File: src/hw/fcio_consts.vh
// fcio_consts.vh: constants of the flash command and identification host
// assumes: included by bare name by the host design files
`ifndef FCIO_CONSTS_VH
`define FCIO_CONSTS_VH
// host register offsets (byte addresses, one aligned word each)
`define FCIO_REG_CTRL      8'h00
`define FCIO_REG_ADDR      8'h04
`define FCIO_REG_WDATA     8'h08
`define FCIO_REG_STATUS    8'h0C
`define FCIO_REG_RDATA     8'h10
`define FCIO_REG_ID0       8'h14
`define FCIO_REG_ID1       8'h18
`define FCIO_REG_ID2       8'h1C
`define FCIO_REG_ID3       8'h20
// control fields
`define FCIO_CTRL_GO       0
`define FCIO_CTRL_OP_LSB   4
`define FCIO_CTRL_OP_MSB   7
// operations
`define FCIO_OP_READ       4'h0
`define FCIO_OP_WRITE      4'h1
`define FCIO_OP_ID_READ    4'h2
`define FCIO_OP_RESET      4'h3
`define FCIO_OP_ABORT_RST  4'h4
`define FCIO_OP_EXIT       4'h5
`define FCIO_OP_PWD_PROG   4'h6
// status fields
`define FCIO_ST_BUSY       0
`define FCIO_ST_DONE       1
`define FCIO_ST_ERR        2
`define FCIO_ST_TIMEX      3
// identification overlay word offsets
`define FCIO_ID_MAKER      4'h0
`define FCIO_ID_PART       4'h1
`define FCIO_ID_LOCK       4'h2
`define FCIO_ID_FEATURE    4'h3
// command words and unlock addresses
`define FCIO_UNLOCK_A1     16'h0555
`define FCIO_UNLOCK_A2     16'h02AA
`define FCIO_UNLOCK_D1     16'h00AA
`define FCIO_UNLOCK_D2     16'h0055
`define FCIO_CMD_ID_ENTRY  16'h0090
`define FCIO_CMD_RESET     16'h00F0
`define FCIO_CMD_PROGRAM   16'h00A0
`define FCIO_CMD_EXIT2     16'h0000
`define FCIO_SECTOR_LSB    16
`define FCIO_PWD_LAST      2'h3
// bus timing: cycle of 100 ns, random access time 100 ns, minimum
`define FCIO_CLK_NS        100
`define FCIO_RANDOM_ACCESS_TIME_NS       100
`define FCIO_RANDOM_ACCESS_TIME_CYC      ((`FCIO_RANDOM_ACCESS_TIME_NS + `FCIO_CLK_NS - 1) / `FCIO_CLK_NS)
`define FCIO_PULSE_CYC     2
`define FCIO_SYNC_CYC      3
`define FCIO_EXCEED_BIT    5
`endif

File: src/hw/fcio_bus_cycle.v
// fcio_bus_cycle.v: one asynchronous flash bus cycle, read or write
// assumes: flash data bus is split into input, output and enable signals
`timescale 1ns/1ns
`include "fcio_consts.vh"
module fcio_bus_cycle (
  // clock and reset
  input  wire        aclk,
  input  wire        aresetn,
  // request
  input  wire        start,
  input  wire        is_read,
  input  wire [25:0] addr,
  input  wire [15:0] wdata,
  output reg         done_ff,
  output reg  [15:0] rdata_ff,
  // flash pins
  output reg         ce_n_ff,
  output reg         oe_n_ff,
  output reg         we_n_ff,
  output reg  [25:0] fa_ff,
  output reg  [15:0] dq_o_ff,
  output reg         dq_oe_ff,
  input  wire [15:0] dq_i
);
  localparam S_IDLE = 3'b001;
  localparam S_ACT  = 3'b010;
  localparam S_END  = 3'b100;
  // read strobe covers access time plus the three sync stages
  localparam integer RD_CNT_I = `FCIO_RANDOM_ACCESS_TIME_CYC + `FCIO_SYNC_CYC;
  localparam integer WR_CNT_I = `FCIO_PULSE_CYC;
  localparam [3:0]   RD_CNT   = RD_CNT_I[3:0];
  localparam [3:0]   WR_CNT   = WR_CNT_I[3:0];
  reg [2:0]  st_ff;
  reg [3:0]  cnt_ff;
  reg        rd_ff;
  reg [15:0] s1_ff;
  reg [15:0] s2_ff;
  reg [15:0] s3_ff;
  always @(posedge aclk) begin
    s1_ff <= dq_i;
    s2_ff <= s1_ff;
    s3_ff <= s2_ff;
  end
  always @(posedge aclk) begin
    if (!aresetn) begin
      st_ff    <= S_IDLE;
      cnt_ff   <= 4'h0;
      rd_ff    <= 1'b0;
      done_ff  <= 1'b0;
      rdata_ff <= 16'h0000;
      ce_n_ff  <= 1'b1;
      oe_n_ff  <= 1'b1;
      we_n_ff  <= 1'b1;
      fa_ff    <= 26'h000_0000;
      dq_o_ff  <= 16'h0000;
      dq_oe_ff <= 1'b0;
    end else begin
      done_ff <= 1'b0;
      case (st_ff)
        S_IDLE: begin
          if (start) begin
            // fresh cycle: chip enable always falls from high
            rd_ff    <= is_read;
            fa_ff    <= addr;
            dq_o_ff  <= wdata;
            dq_oe_ff <= ~is_read;
            ce_n_ff  <= 1'b0;
            oe_n_ff  <= ~is_read;
            we_n_ff  <= is_read;
            cnt_ff   <= is_read ? RD_CNT : WR_CNT;
            st_ff    <= S_ACT;
          end
        end
        S_ACT: begin
          if (cnt_ff == 4'h0) begin
            // data sampled after full random access and sync delay
            if (rd_ff && (s2_ff == s3_ff)) begin
              rdata_ff <= s3_ff;
            end
            ce_n_ff <= 1'b1;
            oe_n_ff <= 1'b1;
            we_n_ff <= 1'b1;
            st_ff   <= S_END;
          end else begin
            cnt_ff <= cnt_ff - 4'h1;
          end
        end
        S_END: begin
          dq_oe_ff <= 1'b0;
          done_ff  <= 1'b1;
          st_ff    <= S_IDLE;
        end
        default: begin
          st_ff <= S_IDLE;
        end
      endcase
    end
  end
endmodule

File: src/hw/fcio_host.v
// fcio_host.v: host controller issuing flash command sequences
// assumes: AXI4-Lite master for software; flash on asynchronous pins
//
// Overview of operation
// - only reads of array, id, status data use read cycles; rest writes.
// - array read is one plain read cycle, no unlock first.
// - host issues reset command leaving id mode; timing flag only goes to status.
// - after buffer abort, host sends full unlocked abort reset sequence.
// - password words 0 to 3 in ascending order, all four covered.
// - one password word per program command, ascending from word 0.
// - every id entry sequence is closed by the reset command.
// - offset 02h shows lock state only for entry sector.
// - chip enable toggles high before each read of offset 02h.
// - no page reads between offset 02h and other id words.
`timescale 1ns/1ns
`include "fcio_consts.vh"
module fcio_host (
  // clock and reset
  input  wire        aclk,
  input  wire        aresetn,
  // axi4-lite write address
  input  wire [7:0]  s_axi_awaddr,
  input  wire        s_axi_awvalid,
  output reg         s_axi_awready,
  // axi4-lite write data
  input  wire [31:0] s_axi_wdata,
  input  wire [3:0]  s_axi_wstrb,
  input  wire        s_axi_wvalid,
  output reg         s_axi_wready,
  // axi4-lite write response
  output reg  [1:0]  s_axi_bresp,
  output reg         s_axi_bvalid,
  input  wire        s_axi_bready,
  // axi4-lite read address
  input  wire [7:0]  s_axi_araddr,
  input  wire        s_axi_arvalid,
  output reg         s_axi_arready,
  // axi4-lite read data
  output reg  [31:0] s_axi_rdata,
  output reg  [1:0]  s_axi_rresp,
  output reg         s_axi_rvalid,
  input  wire        s_axi_rready,
  // flash pins
  output wire        flash_ce_n,
  output wire        flash_oe_n,
  output wire        flash_we_n,
  output wire [25:0] flash_addr,
  output wire [15:0] flash_dq_o,
  output wire        flash_dq_oe,
  input  wire [15:0] flash_dq_i
);
  localparam S_IDLE = 4'b0001;
  localparam S_ISSUE = 4'b0010;
  localparam S_WAIT = 4'b0100;
  localparam S_FIN = 4'b1000;
  // software registers
  reg [3:0]  op_ff;
  reg [25:0] addr_ff;
  reg [15:0] wdata_ff;
  reg        busy_ff;
  reg        done_ff;
  reg        err_ff;
  reg        timex_ff;
  reg [15:0] rdata_ff;
  reg [15:0] id_ff [0:3];
  // axi write side
  reg        aw_ok_ff;
  reg        w_ok_ff;
  reg [7:0]  awaddr_ff;
  reg [31:0] wd_ff;
  // sequencer
  reg [3:0]  st_ff;
  reg [2:0]  step_ff;
  reg [2:0]  nsteps_ff;
  reg [1:0]  pwd_next_ff;
  reg        cyc_start_ff;
  reg        cyc_read;
  reg [25:0] cyc_addr;
  reg [15:0] cyc_data;
  wire       cyc_done;
  wire [15:0] cyc_rdata;
  wire [25:0] sect_base;
  wire       go_write;
  wire [2:0] id_idx;
  integer    i;
  assign sect_base = {addr_ff[25:`FCIO_SECTOR_LSB], 16'h0000};
  assign go_write = aw_ok_ff && w_ok_ff &&
                    (awaddr_ff == `FCIO_REG_CTRL) && wd_ff[`FCIO_CTRL_GO];
  assign id_idx = step_ff - 3'd3;
  fcio_bus_cycle u_cyc (
    .aclk     (aclk),
    .aresetn  (aresetn),
    .start    (cyc_start_ff),
    .is_read  (cyc_read),
    .addr     (cyc_addr),
    .wdata    (cyc_data),
    .done_ff  (cyc_done),
    .rdata_ff (cyc_rdata),
    .ce_n_ff  (flash_ce_n),
    .oe_n_ff  (flash_oe_n),
    .we_n_ff  (flash_we_n),
    .fa_ff    (flash_addr),
    .dq_o_ff  (flash_dq_o),
    .dq_oe_ff (flash_dq_oe),
    .dq_i     (flash_dq_i)
  );
  // sequence table: step -> cycle of the chosen operation
  always @* begin
    cyc_read = 1'b0;
    cyc_addr = {10'h000, `FCIO_UNLOCK_A1};
    cyc_data = `FCIO_UNLOCK_D1;
    case (op_ff)
      `FCIO_OP_READ: begin
        cyc_read = 1'b1;
        cyc_addr = addr_ff;
      end
      `FCIO_OP_WRITE: begin
        cyc_addr = addr_ff;
        cyc_data = wdata_ff;
      end
      `FCIO_OP_RESET: begin
        cyc_data = `FCIO_CMD_RESET;
      end
      `FCIO_OP_EXIT: begin
        // two cycle exit closing an entry
        cyc_data = (step_ff == 3'd0) ? `FCIO_CMD_ID_ENTRY : `FCIO_CMD_EXIT2;
      end
      `FCIO_OP_ABORT_RST: begin
        // full unlocked abort reset
        case (step_ff)
          3'd0: cyc_data = `FCIO_UNLOCK_D1;
          3'd1: begin
            cyc_addr = {10'h000, `FCIO_UNLOCK_A2};
            cyc_data = `FCIO_UNLOCK_D2;
          end
          default: cyc_data = `FCIO_CMD_RESET;
        endcase
      end
      `FCIO_OP_PWD_PROG: begin
        // one word per program, ascending offsets
        if (step_ff == 3'd0) begin
          cyc_data = `FCIO_CMD_PROGRAM;
        end else begin
          cyc_addr = {24'h00_0000, pwd_next_ff};
          cyc_data = wdata_ff;
        end
      end
      `FCIO_OP_ID_READ: begin
        // unlock, entry at sector, four id reads, reset
        case (step_ff)
          3'd0: cyc_data = `FCIO_UNLOCK_D1;
          3'd1: begin
            cyc_addr = {10'h000, `FCIO_UNLOCK_A2};
            cyc_data = `FCIO_UNLOCK_D2;
          end
          3'd2: begin
            cyc_addr = sect_base | {10'h000, `FCIO_UNLOCK_A1};
            cyc_data = `FCIO_CMD_ID_ENTRY;
          end
          3'd3, 3'd4, 3'd5, 3'd6: begin
            // each a separate cycle with chip enable high between
            cyc_read = 1'b1;
            cyc_addr = sect_base | {24'h00_0000, id_idx[1:0]};
          end
          default: cyc_data = `FCIO_CMD_RESET; // leave id mode
        endcase
      end
      default: begin
        cyc_read = 1'b1;
        cyc_addr = addr_ff;
      end
    endcase
  end
  always @(posedge aclk) begin
    if (!aresetn) begin
      st_ff        <= S_IDLE;
      step_ff      <= 3'd0;
      nsteps_ff    <= 3'd0;
      pwd_next_ff  <= 2'h0;
      cyc_start_ff <= 1'b0;
      busy_ff      <= 1'b0;
      done_ff      <= 1'b0;
      err_ff       <= 1'b0;
      timex_ff     <= 1'b0;
      rdata_ff     <= 16'h0000;
      op_ff        <= 4'h0;
      addr_ff      <= 26'h000_0000;
      wdata_ff     <= 16'h0000;
      for (i = 0; i < 4; i = i + 1) begin
        id_ff[i] <= 16'h0000;
      end
    end else begin
      cyc_start_ff <= 1'b0;
      if (aw_ok_ff && w_ok_ff && !busy_ff) begin
        if (awaddr_ff == `FCIO_REG_ADDR) begin
          addr_ff <= wd_ff[25:0];
        end
        if (awaddr_ff == `FCIO_REG_WDATA) begin
          wdata_ff <= wd_ff[15:0];
        end
        if (awaddr_ff == `FCIO_REG_CTRL) begin
          op_ff <= wd_ff[`FCIO_CTRL_OP_MSB:`FCIO_CTRL_OP_LSB];
        end
      end
      case (st_ff)
        S_IDLE: begin
          if (go_write && !busy_ff) begin
            busy_ff <= 1'b1;
            done_ff <= 1'b0;
            err_ff  <= 1'b0;
            step_ff <= 3'd0;
            case (wd_ff[`FCIO_CTRL_OP_MSB:`FCIO_CTRL_OP_LSB])
              `FCIO_OP_ID_READ:   nsteps_ff <= 3'd7;
              `FCIO_OP_ABORT_RST: nsteps_ff <= 3'd2;
              `FCIO_OP_EXIT:      nsteps_ff <= 3'd1;
              `FCIO_OP_PWD_PROG:  nsteps_ff <= 3'd1;
              default:            nsteps_ff <= 3'd0;
            endcase
            st_ff <= S_ISSUE;
          end
        end
        S_ISSUE: begin
          cyc_start_ff <= 1'b1;
          st_ff        <= S_WAIT;
        end
        S_WAIT: begin
          if (cyc_done) begin
            if (cyc_read) begin
              rdata_ff <= cyc_rdata;
              // exceeded timing flag taken from data bit 5 of every read cycle
              timex_ff <= cyc_rdata[`FCIO_EXCEED_BIT];
              if (op_ff == `FCIO_OP_ID_READ) begin
                id_ff[id_idx[1:0]] <= cyc_rdata;
              end
            end
            if (step_ff == nsteps_ff) begin
              st_ff <= S_FIN;
            end else begin
              step_ff <= step_ff + 3'd1;
              st_ff   <= S_ISSUE;
            end
          end
        end
        S_FIN: begin
          if (op_ff == `FCIO_OP_PWD_PROG) begin
            pwd_next_ff <= pwd_next_ff + 2'h1;
          end
          busy_ff <= 1'b0;
          done_ff <= 1'b1;
          st_ff   <= S_IDLE;
        end
        default: begin
          st_ff <= S_IDLE;
        end
      endcase
      if (go_write && busy_ff) begin
        err_ff <= 1'b1;
      end
    end
  end
  // axi4-lite slave
  always @(posedge aclk) begin
    if (!aresetn) begin
      s_axi_awready <= 1'b0;
      s_axi_wready  <= 1'b0;
      s_axi_bvalid  <= 1'b0;
      s_axi_bresp   <= 2'b00;
      s_axi_arready <= 1'b0;
      s_axi_rvalid  <= 1'b0;
      s_axi_rresp   <= 2'b00;
      s_axi_rdata   <= 32'h0000_0000;
      aw_ok_ff      <= 1'b0;
      w_ok_ff       <= 1'b0;
      awaddr_ff     <= 8'h00;
      wd_ff         <= 32'h0000_0000;
    end else begin
      s_axi_awready <= 1'b0;
      s_axi_wready  <= 1'b0;
      s_axi_arready <= 1'b0;
      if (s_axi_awvalid && !aw_ok_ff && !s_axi_awready && !s_axi_bvalid) begin
        s_axi_awready <= 1'b1;
        aw_ok_ff      <= 1'b1;
        awaddr_ff     <= s_axi_awaddr;
      end
      if (s_axi_wvalid && !w_ok_ff && !s_axi_wready && !s_axi_bvalid) begin
        s_axi_wready <= 1'b1;
        w_ok_ff      <= 1'b1;
        wd_ff        <= s_axi_wstrb[0] ? s_axi_wdata : 32'h0000_0000;
      end
      if (aw_ok_ff && w_ok_ff) begin
        aw_ok_ff     <= 1'b0;
        w_ok_ff      <= 1'b0;
        s_axi_bvalid <= 1'b1;
        s_axi_bresp  <= (awaddr_ff == `FCIO_REG_CTRL ||
                         awaddr_ff == `FCIO_REG_ADDR ||
                         awaddr_ff == `FCIO_REG_WDATA) ? 2'b00 : 2'b10;
      end
      if (s_axi_bvalid && s_axi_bready) begin
        s_axi_bvalid <= 1'b0;
      end
      if (s_axi_arvalid && !s_axi_arready && !s_axi_rvalid) begin
        s_axi_arready <= 1'b1;
        s_axi_rvalid  <= 1'b1;
        s_axi_rresp   <= 2'b00;
        case (s_axi_araddr)
          `FCIO_REG_CTRL:   s_axi_rdata <= {24'h00_0000, op_ff, 4'h0};
          `FCIO_REG_ADDR:   s_axi_rdata <= {6'h00, addr_ff};
          `FCIO_REG_WDATA:  s_axi_rdata <= {16'h0000, wdata_ff};
          `FCIO_REG_STATUS: s_axi_rdata <= {28'h000_0000, timex_ff,
                                            err_ff, done_ff, busy_ff};
          `FCIO_REG_RDATA:  s_axi_rdata <= {16'h0000, rdata_ff};
          `FCIO_REG_ID0:    s_axi_rdata <= {16'h0000, id_ff[0]};
          `FCIO_REG_ID1:    s_axi_rdata <= {16'h0000, id_ff[1]};
          `FCIO_REG_ID2:    s_axi_rdata <= {16'h0000, id_ff[2]};
          `FCIO_REG_ID3:    s_axi_rdata <= {16'h0000, id_ff[3]};
          default: begin
            s_axi_rdata <= 32'h0000_0000;
            s_axi_rresp <= 2'b10;
          end
        endcase
      end
      if (s_axi_rvalid && s_axi_rready) begin
        s_axi_rvalid <= 1'b0;
      end
    end
  end
endmodule

File: config.mk
export PLATFORM = sky130hd
export DESIGN_NAME = fcio_host
export DESIGN_NICKNAME = d
export VERILOG_FILES = /design/src/hw/fcio_bus_cycle.v /design/src/hw/fcio_host.v
export VERILOG_INCLUDE_DIRS = /design/src /design/src/hw
export SDC_FILE = /design/constraint.sdc
export NUM_CORES = 1
export LEC_CHECK = 0
export ABC_AREA = 1
export BUFFER_PORTS_ARGS = -buffer_cell sky130_fd_sc_hd__buf_2
export CORE_MARGIN = 1
export CORE_UTILIZATION = 58
export DETAILED_ROUTE_END_ITERATION = 6
export MAX_ROUTING_LAYER = met4
export PLACE_DENSITY = 0.9
export SYNTH_ARGS = -nofsm -noshare
export SYNTH_HDL_FRONTEND = slang
export SYNTH_SLANG_ARGS = --single-unit
File: constraint.sdc
create_clock -name aclk -period 3.3 [get_ports aclk]
set_input_delay 0.33 -clock aclk [delete_from_list [all_inputs] [get_ports aclk]]
set_output_delay 0.33 -clock aclk [all_outputs]
set_load 0.05 [all_outputs]
Word-level counts from Yosys, hierarchy flattened
Memories as Yosys holds them, arrays and structs flattened. Index checks and enable logic that the tools add are counted.

Bitwise logic cells: 3. Muxes and demuxes: 60. Equal/unequal tests: 41. Reductions and logical operators: 63. Add/subtract/negate cells: 4.

Operators by type and width (number): $pmux 26 s9 (1); $pmux 26 s4 (1); $pmux 16 s6 (1); $pmux 26 s3 (1); $eq 8x5->1 const B (4); $mux 16 (2); $eq 4x3->1 const B (7); $mux 26 (1); $or 26x2->26 (1); $eq 8x4->1 const B (3); $pmux 8 s3 (1); $mux 1 (22); $mux 11 (2); $reduce_and 2->1 (11); $mux 4 (5); $mux 3 (6); $logic_and 1x1->1 (17); $eq 16x16->1 (1); $eq 4x2->1 const B (4); $eq 8x3->1 const B (2); $logic_not 8->1 (2); $pmux 8 s2 (1); $reduce_or 16->1 (1); $pmux 1 s2 (7); other kinds (31) (67).

RAM bits: 64. Register bits: 275. Memories: 1. Output and inout bits: 87.

Memory list: id_ff (depth 4, width 16, rd ports 4, clocked after Yosys merged registers in 0, write ports 4, RTL line fcio_host.v:65) `reg [15:0] id_ff [0:3];`.

Depth between registers and ports, before layout
Depth in word-level cells: 11. Mapped depth: 13.

By module
From an unflattened synthesis, not the netlist that was laid out.

Cells, all modules: 1787. Area total of the unflattened synthesis: 13809.5 µm².

Modules (own cells, without submodules): fcio_host (sequential area each 4864.7 µm², cells an instance 1281, instances 1, area each 9715.6 µm²); fcio_bus_cycle (sequential area each 2382.3 µm², cells an instance 506, instances 1, area each 4093.9 µm²).

Worst setup path after synthesis
No wires, ideal clock.

Path type: flip-flop to flip-flop. From: register step_ff[0]. To: memory id_ff[3][0] (enable). Required time: 2889 ps. Clock period less this slack: 2896 ps. Setup slack: 404 ps. Path buffers: 0. Library setup time: 411 ps. Stages on the path, launching flop included: 11. Arrival time: 2485 ps. Cells stage by stage: dfxtp_1 -> inv_1 -> ha_1 -> inv_1 -> nand2_1 -> o21ai_0 -> nand2_1 -> nand2_2 -> nand2_4 -> nand3_4 -> o21ai_0.

RTL lines: start, declared (RTL line fcio_host.v:73) `reg [2:0] step_ff;`; start signal, assigned (RTL line fcio_host.v:239) `step_ff <= step_ff + 3'd1;`; end, declared (RTL line fcio_host.v:65).

==> results_dict.tcl <==
set metrics [dict create \
    grt_pass1_wl_microns 56840 \
    first_iter_violations 1255 \
    synth-xor-area-share 0.007810 \
    skew_ns 0.01316 \
    cts-htree-levels 1 \
    ys_seq_area_frac 0.5385 \
    hp-class "in2reg" \
    cp_cell_sequence "inv_1, ha_1, inv_1, nand2_1, o21ai_0, nand2_1, nand2_2, nand2_4, nand3_4, nor2_8, nand3_4, nand2_1, buf_4" \
    synthAdderAreaFrac 0.005579 \
    clkSinkCount 330 \
    dpl_cell_area_sq_mm 0.01432 \
    hold_depth 3 \
    fin_area_sq_mm 0.01562 \
    wl_met1_microns 14730 \
    clkSlewWorstSetupHoldPaths_ns 0.07 \
    ir_drop_uv 461.9 \
    setup_violations 0 \
    cts_buffers 30 \
    vias 12091 \
    outcome "completed" \
    fin_crit_ns 2.788 \
    core_sq_mm 0.02271 \
    cts_max_path_buffers 3 \
    wl_met2_microns 16580 \
    ff2ff_setup_slack_ns 0.51 \
    die_y_microns 154.3 \
    async_flop_share 0 \
    yosys.area_share.simple 0.2737 \
    routedWlPerCell_microns 16.62 \
    grt_pass1_vias 11512 \
    synthCells 1704 \
    finalHoldViolations 0 \
    synth_edf_count 64 \
    cts_resized 0 \
    dr.pass1.iters 6 \
    power.total_uw 8569 \
    critPathLaunchType "flop" \
    drive_gt1_frac 0.1381 \
    fill_cells 1743 \
    worst_pin_slew_ns 0.9939 \
    n_antenna_cell 0 \
    synth_compound_gate_area_share 0.1034 \
    synth_top_family_by_area "simple AND/OR/NAND/NOR gates" \
    syn_avg_cell_area_sq_um 7.897 \
    holdPathEnd "awaddr_ff[5]$_SDFFE_PN0P_" \
    grt_max_degree 91 \
    rows 55 \
    routed_via_density 5.634 \
    p_per_area_mw_per_mm2 548.5 \
    crit_path_frequent_cell "nand2_1" \
    required_ns 3.54 \
    start_util 0.5926 \
    place.gp.congestion 0.9894 \
    root_buffer "clkbuf_16" \
    drc 0 \
    reg2reg_to "id_ff[2][9]$_SDFFCE_PN0P_" \
    dieArea_sq_mm 0.02381 \
    final-max-slew-violation-count 0 \
    antenna_found_initial 0 \
    reg2reg_from "step_ff[0]$_SDFFE_PN0P_" \
    syn_to_final_growth_pct 16.09 \
    cpPeakStageDelay_ns 0.43 \
    leakage_uw 0.006537 \
    clock_latency_ns 0.56 \
    nets 1918 \
    portBuffers 144 \
    hpwlAfterDp_microns 24010 \
    antenna_left 0 \
    worst-path-max-fanout 17 \
    syn_area_sq_mm 0.01346 \
    grt_setup_unrepaired "false" \
    cp-end-kind "flop" \
    finalSetupTns_ns 0 \
    drv_cap 0 \
    utilization 0.6879 \
    dr_wl_met3_microns 3236 \
    crit_slowest_cell "dfxtp_1" \
    rr_worst_depth 13 \
    ys.flop_type "dfxtp_1" \
    routed.top_layer "met4" \
    synthMuxAreaShare 0 \
    wl_microns 35670 \
    yosysUniqueCellTypes 42 \
    hold_start "s_axi_awaddr[5]" \
    min_period_over_period 0.8450 \
    ys_ff_latch 330 \
    grt-ovfl-total 0 \
    track_usage 0.3070 \
    path_class "reg2reg" \
    synth_warnings 0 \
    fmax_mhz 358.6 \
    die_width_microns 154.3 \
    slew_headroom 0.3374 \
    cts_tree "yes" \
    io_pins 162 \
    crit_arrival_ns 3.03 \
]
how the worst max path moves through the flow:
stage	endpoint	cells past startpoint	slack (ns)	from
after floorplan	id_ff[3][0]$_DFFE_PP_	10	0.40	step_ff[0]$_SDFFE_PN0P_
after CTS	id_ff[2][11]$_SDFFCE_PN0P_	13	0.56	step_ff[0]$_SDFFE_PN0P_
after detailed placement	id_ff[2][11]$_SDFFCE_PN0P_	13	0.55	step_ff[0]$_SDFFE_PN0P_
after global placement	id_ff[2][11]$_SDFFCE_PN0P_	13	0.64	step_ff[0]$_SDFFE_PN0P_
after global routing	rdata_ff[14]$_SDFFE_PN0P_	9	0.31	step_ff[0]$_SDFFE_PN0P_
final	id_ff[2][9]$_SDFFCE_PN0P_	13	0.51	step_ff[0]$_SDFFE_PN0P_
area by class of cell:
| type | instances | area [sq um] | area share |
|---|---|---|---|
| Sequential cell | 330 | 7247 | 0.4639 |
| Multi-Input combinational cell | 1152 | 5306 | 0.3397 |
| Timing Repair Buffer | 185 | 1076 | 0.06888 |
| Clock buffer | 45 | 1007 | 0.06447 |
| Inverter | 138 | 519.2 | 0.03324 |
| Tap cell | 285 | 356.6 | 0.02283 |
| Clock inverter | 11 | 110.1 | 0.007048 |
cells in the final DEF (no fill, tap or decap), drive strengths merged:
| cell type | instances |
|---|---|
| inv | 136 |
| edfxtp | 64 |
| o21bai | 1 |
| a31oi | 2 |
| nand3b | 1 |
| o21a | 1 |
| nor3 | 8 |
| clkbuf | 45 |
| a211oi | 2 |
| nand2 | 365 |
| nor4 | 1 |
| conb | 8 |
| or2 | 1 |
| a41oi | 2 |
| o21ai | 114 |
| bufinv | 2 |
| dlygate4sd3 | 19 |
| o22ai | 1 |
| o31ai | 3 |
| xnor2 | 8 |
| nand3 | 198 |
| a21boi | 1 |
| a21oi | 141 |
| xor2 | 4 |
| o2111a | 1 |
| nor2 | 253 |
| and3 | 2 |
| nand4 | 28 |
| ha | 6 |
| buf | 166 |
| dfxtp | 266 |
| clkinv | 11 |
power by group:
| part | switching [uW] | internal (uW) | total (uW) |
|---|---|---|---|
| clock network | 1520 | 2270 | 3780 |
| logic | 365 | 146 | 511 |
| registers | 62.6 | 4210 | 4270 |
synthesized netlist by cell type, types with 10 or more instances:
master      n  share of area
nand3_1   194          0.072
nand4_1    28          0.013
nor2_1    243          0.068
dfxtp_1   266           0.40
buf_2      18         0.0067
buf_4      10         0.0056
clkbuf_1   50          0.014
nand2_1   362           0.10
o21ai_0   112          0.042
edfxtp_1   64           0.14
a21oi_1   141          0.052
inv_1     127          0.035
cells by family after synthesis:
family	Yosys count
AO/OA/AOI/OAI	269
XOR/XNOR	12
adder cells (fa/ha/maj)	6
buffers and inverters	229
flip-flops	330
other	1
AND/OR/NAND/NOR	857
routing by layer:
metal / GRT usage / vias to the layer above
li1: - / 5812
met1: 0.3867 / 5606
met2: 0.4924 / 580
met3: 0.06360 / 93
met4: 0.1070 / 0
met5: - / -
worst max-delay path: cells and delay by family, from the launching register on:
family	cells	cell delay, ns
adders and majority gates	1	0.23
AOI/OAI and AO/OA	1	0.07
buffers and inverters	3	0.60
DFF	1	0.43
and+or+nand+nor	8	1.11
through the flow:
step           worst slack, ns  instances  hold slack, ns
6_report                0.5115       2146        0.007274
5_1_grt                 0.3124       2146         0.01250
4_1_cts                 0.5567       2146       0.0001055
3_5_place_dp            0.5541       2071          0.3121
3_3_place_gp            0.6448       2071          0.3117
2_1_floorplan           0.4039       1711          0.3096
registers in the layout, summed over array words and instances, names as in the netlist, 26 cells and up:
| register | count |
|---|---|
| id_ff | 64 |
| wd_ff | 26 |
| u_cyc.fa_ff | 26 |
| addr_ff | 26 |
| s_axi_rdata | 26 |
what timing repair did:
item	in CTS	in global routing
hold buffers	19	0
setup buffers	0	0
endpoints found under the hold margin	19	0
No activity file was read; power rests on OpenSTA's default activity.
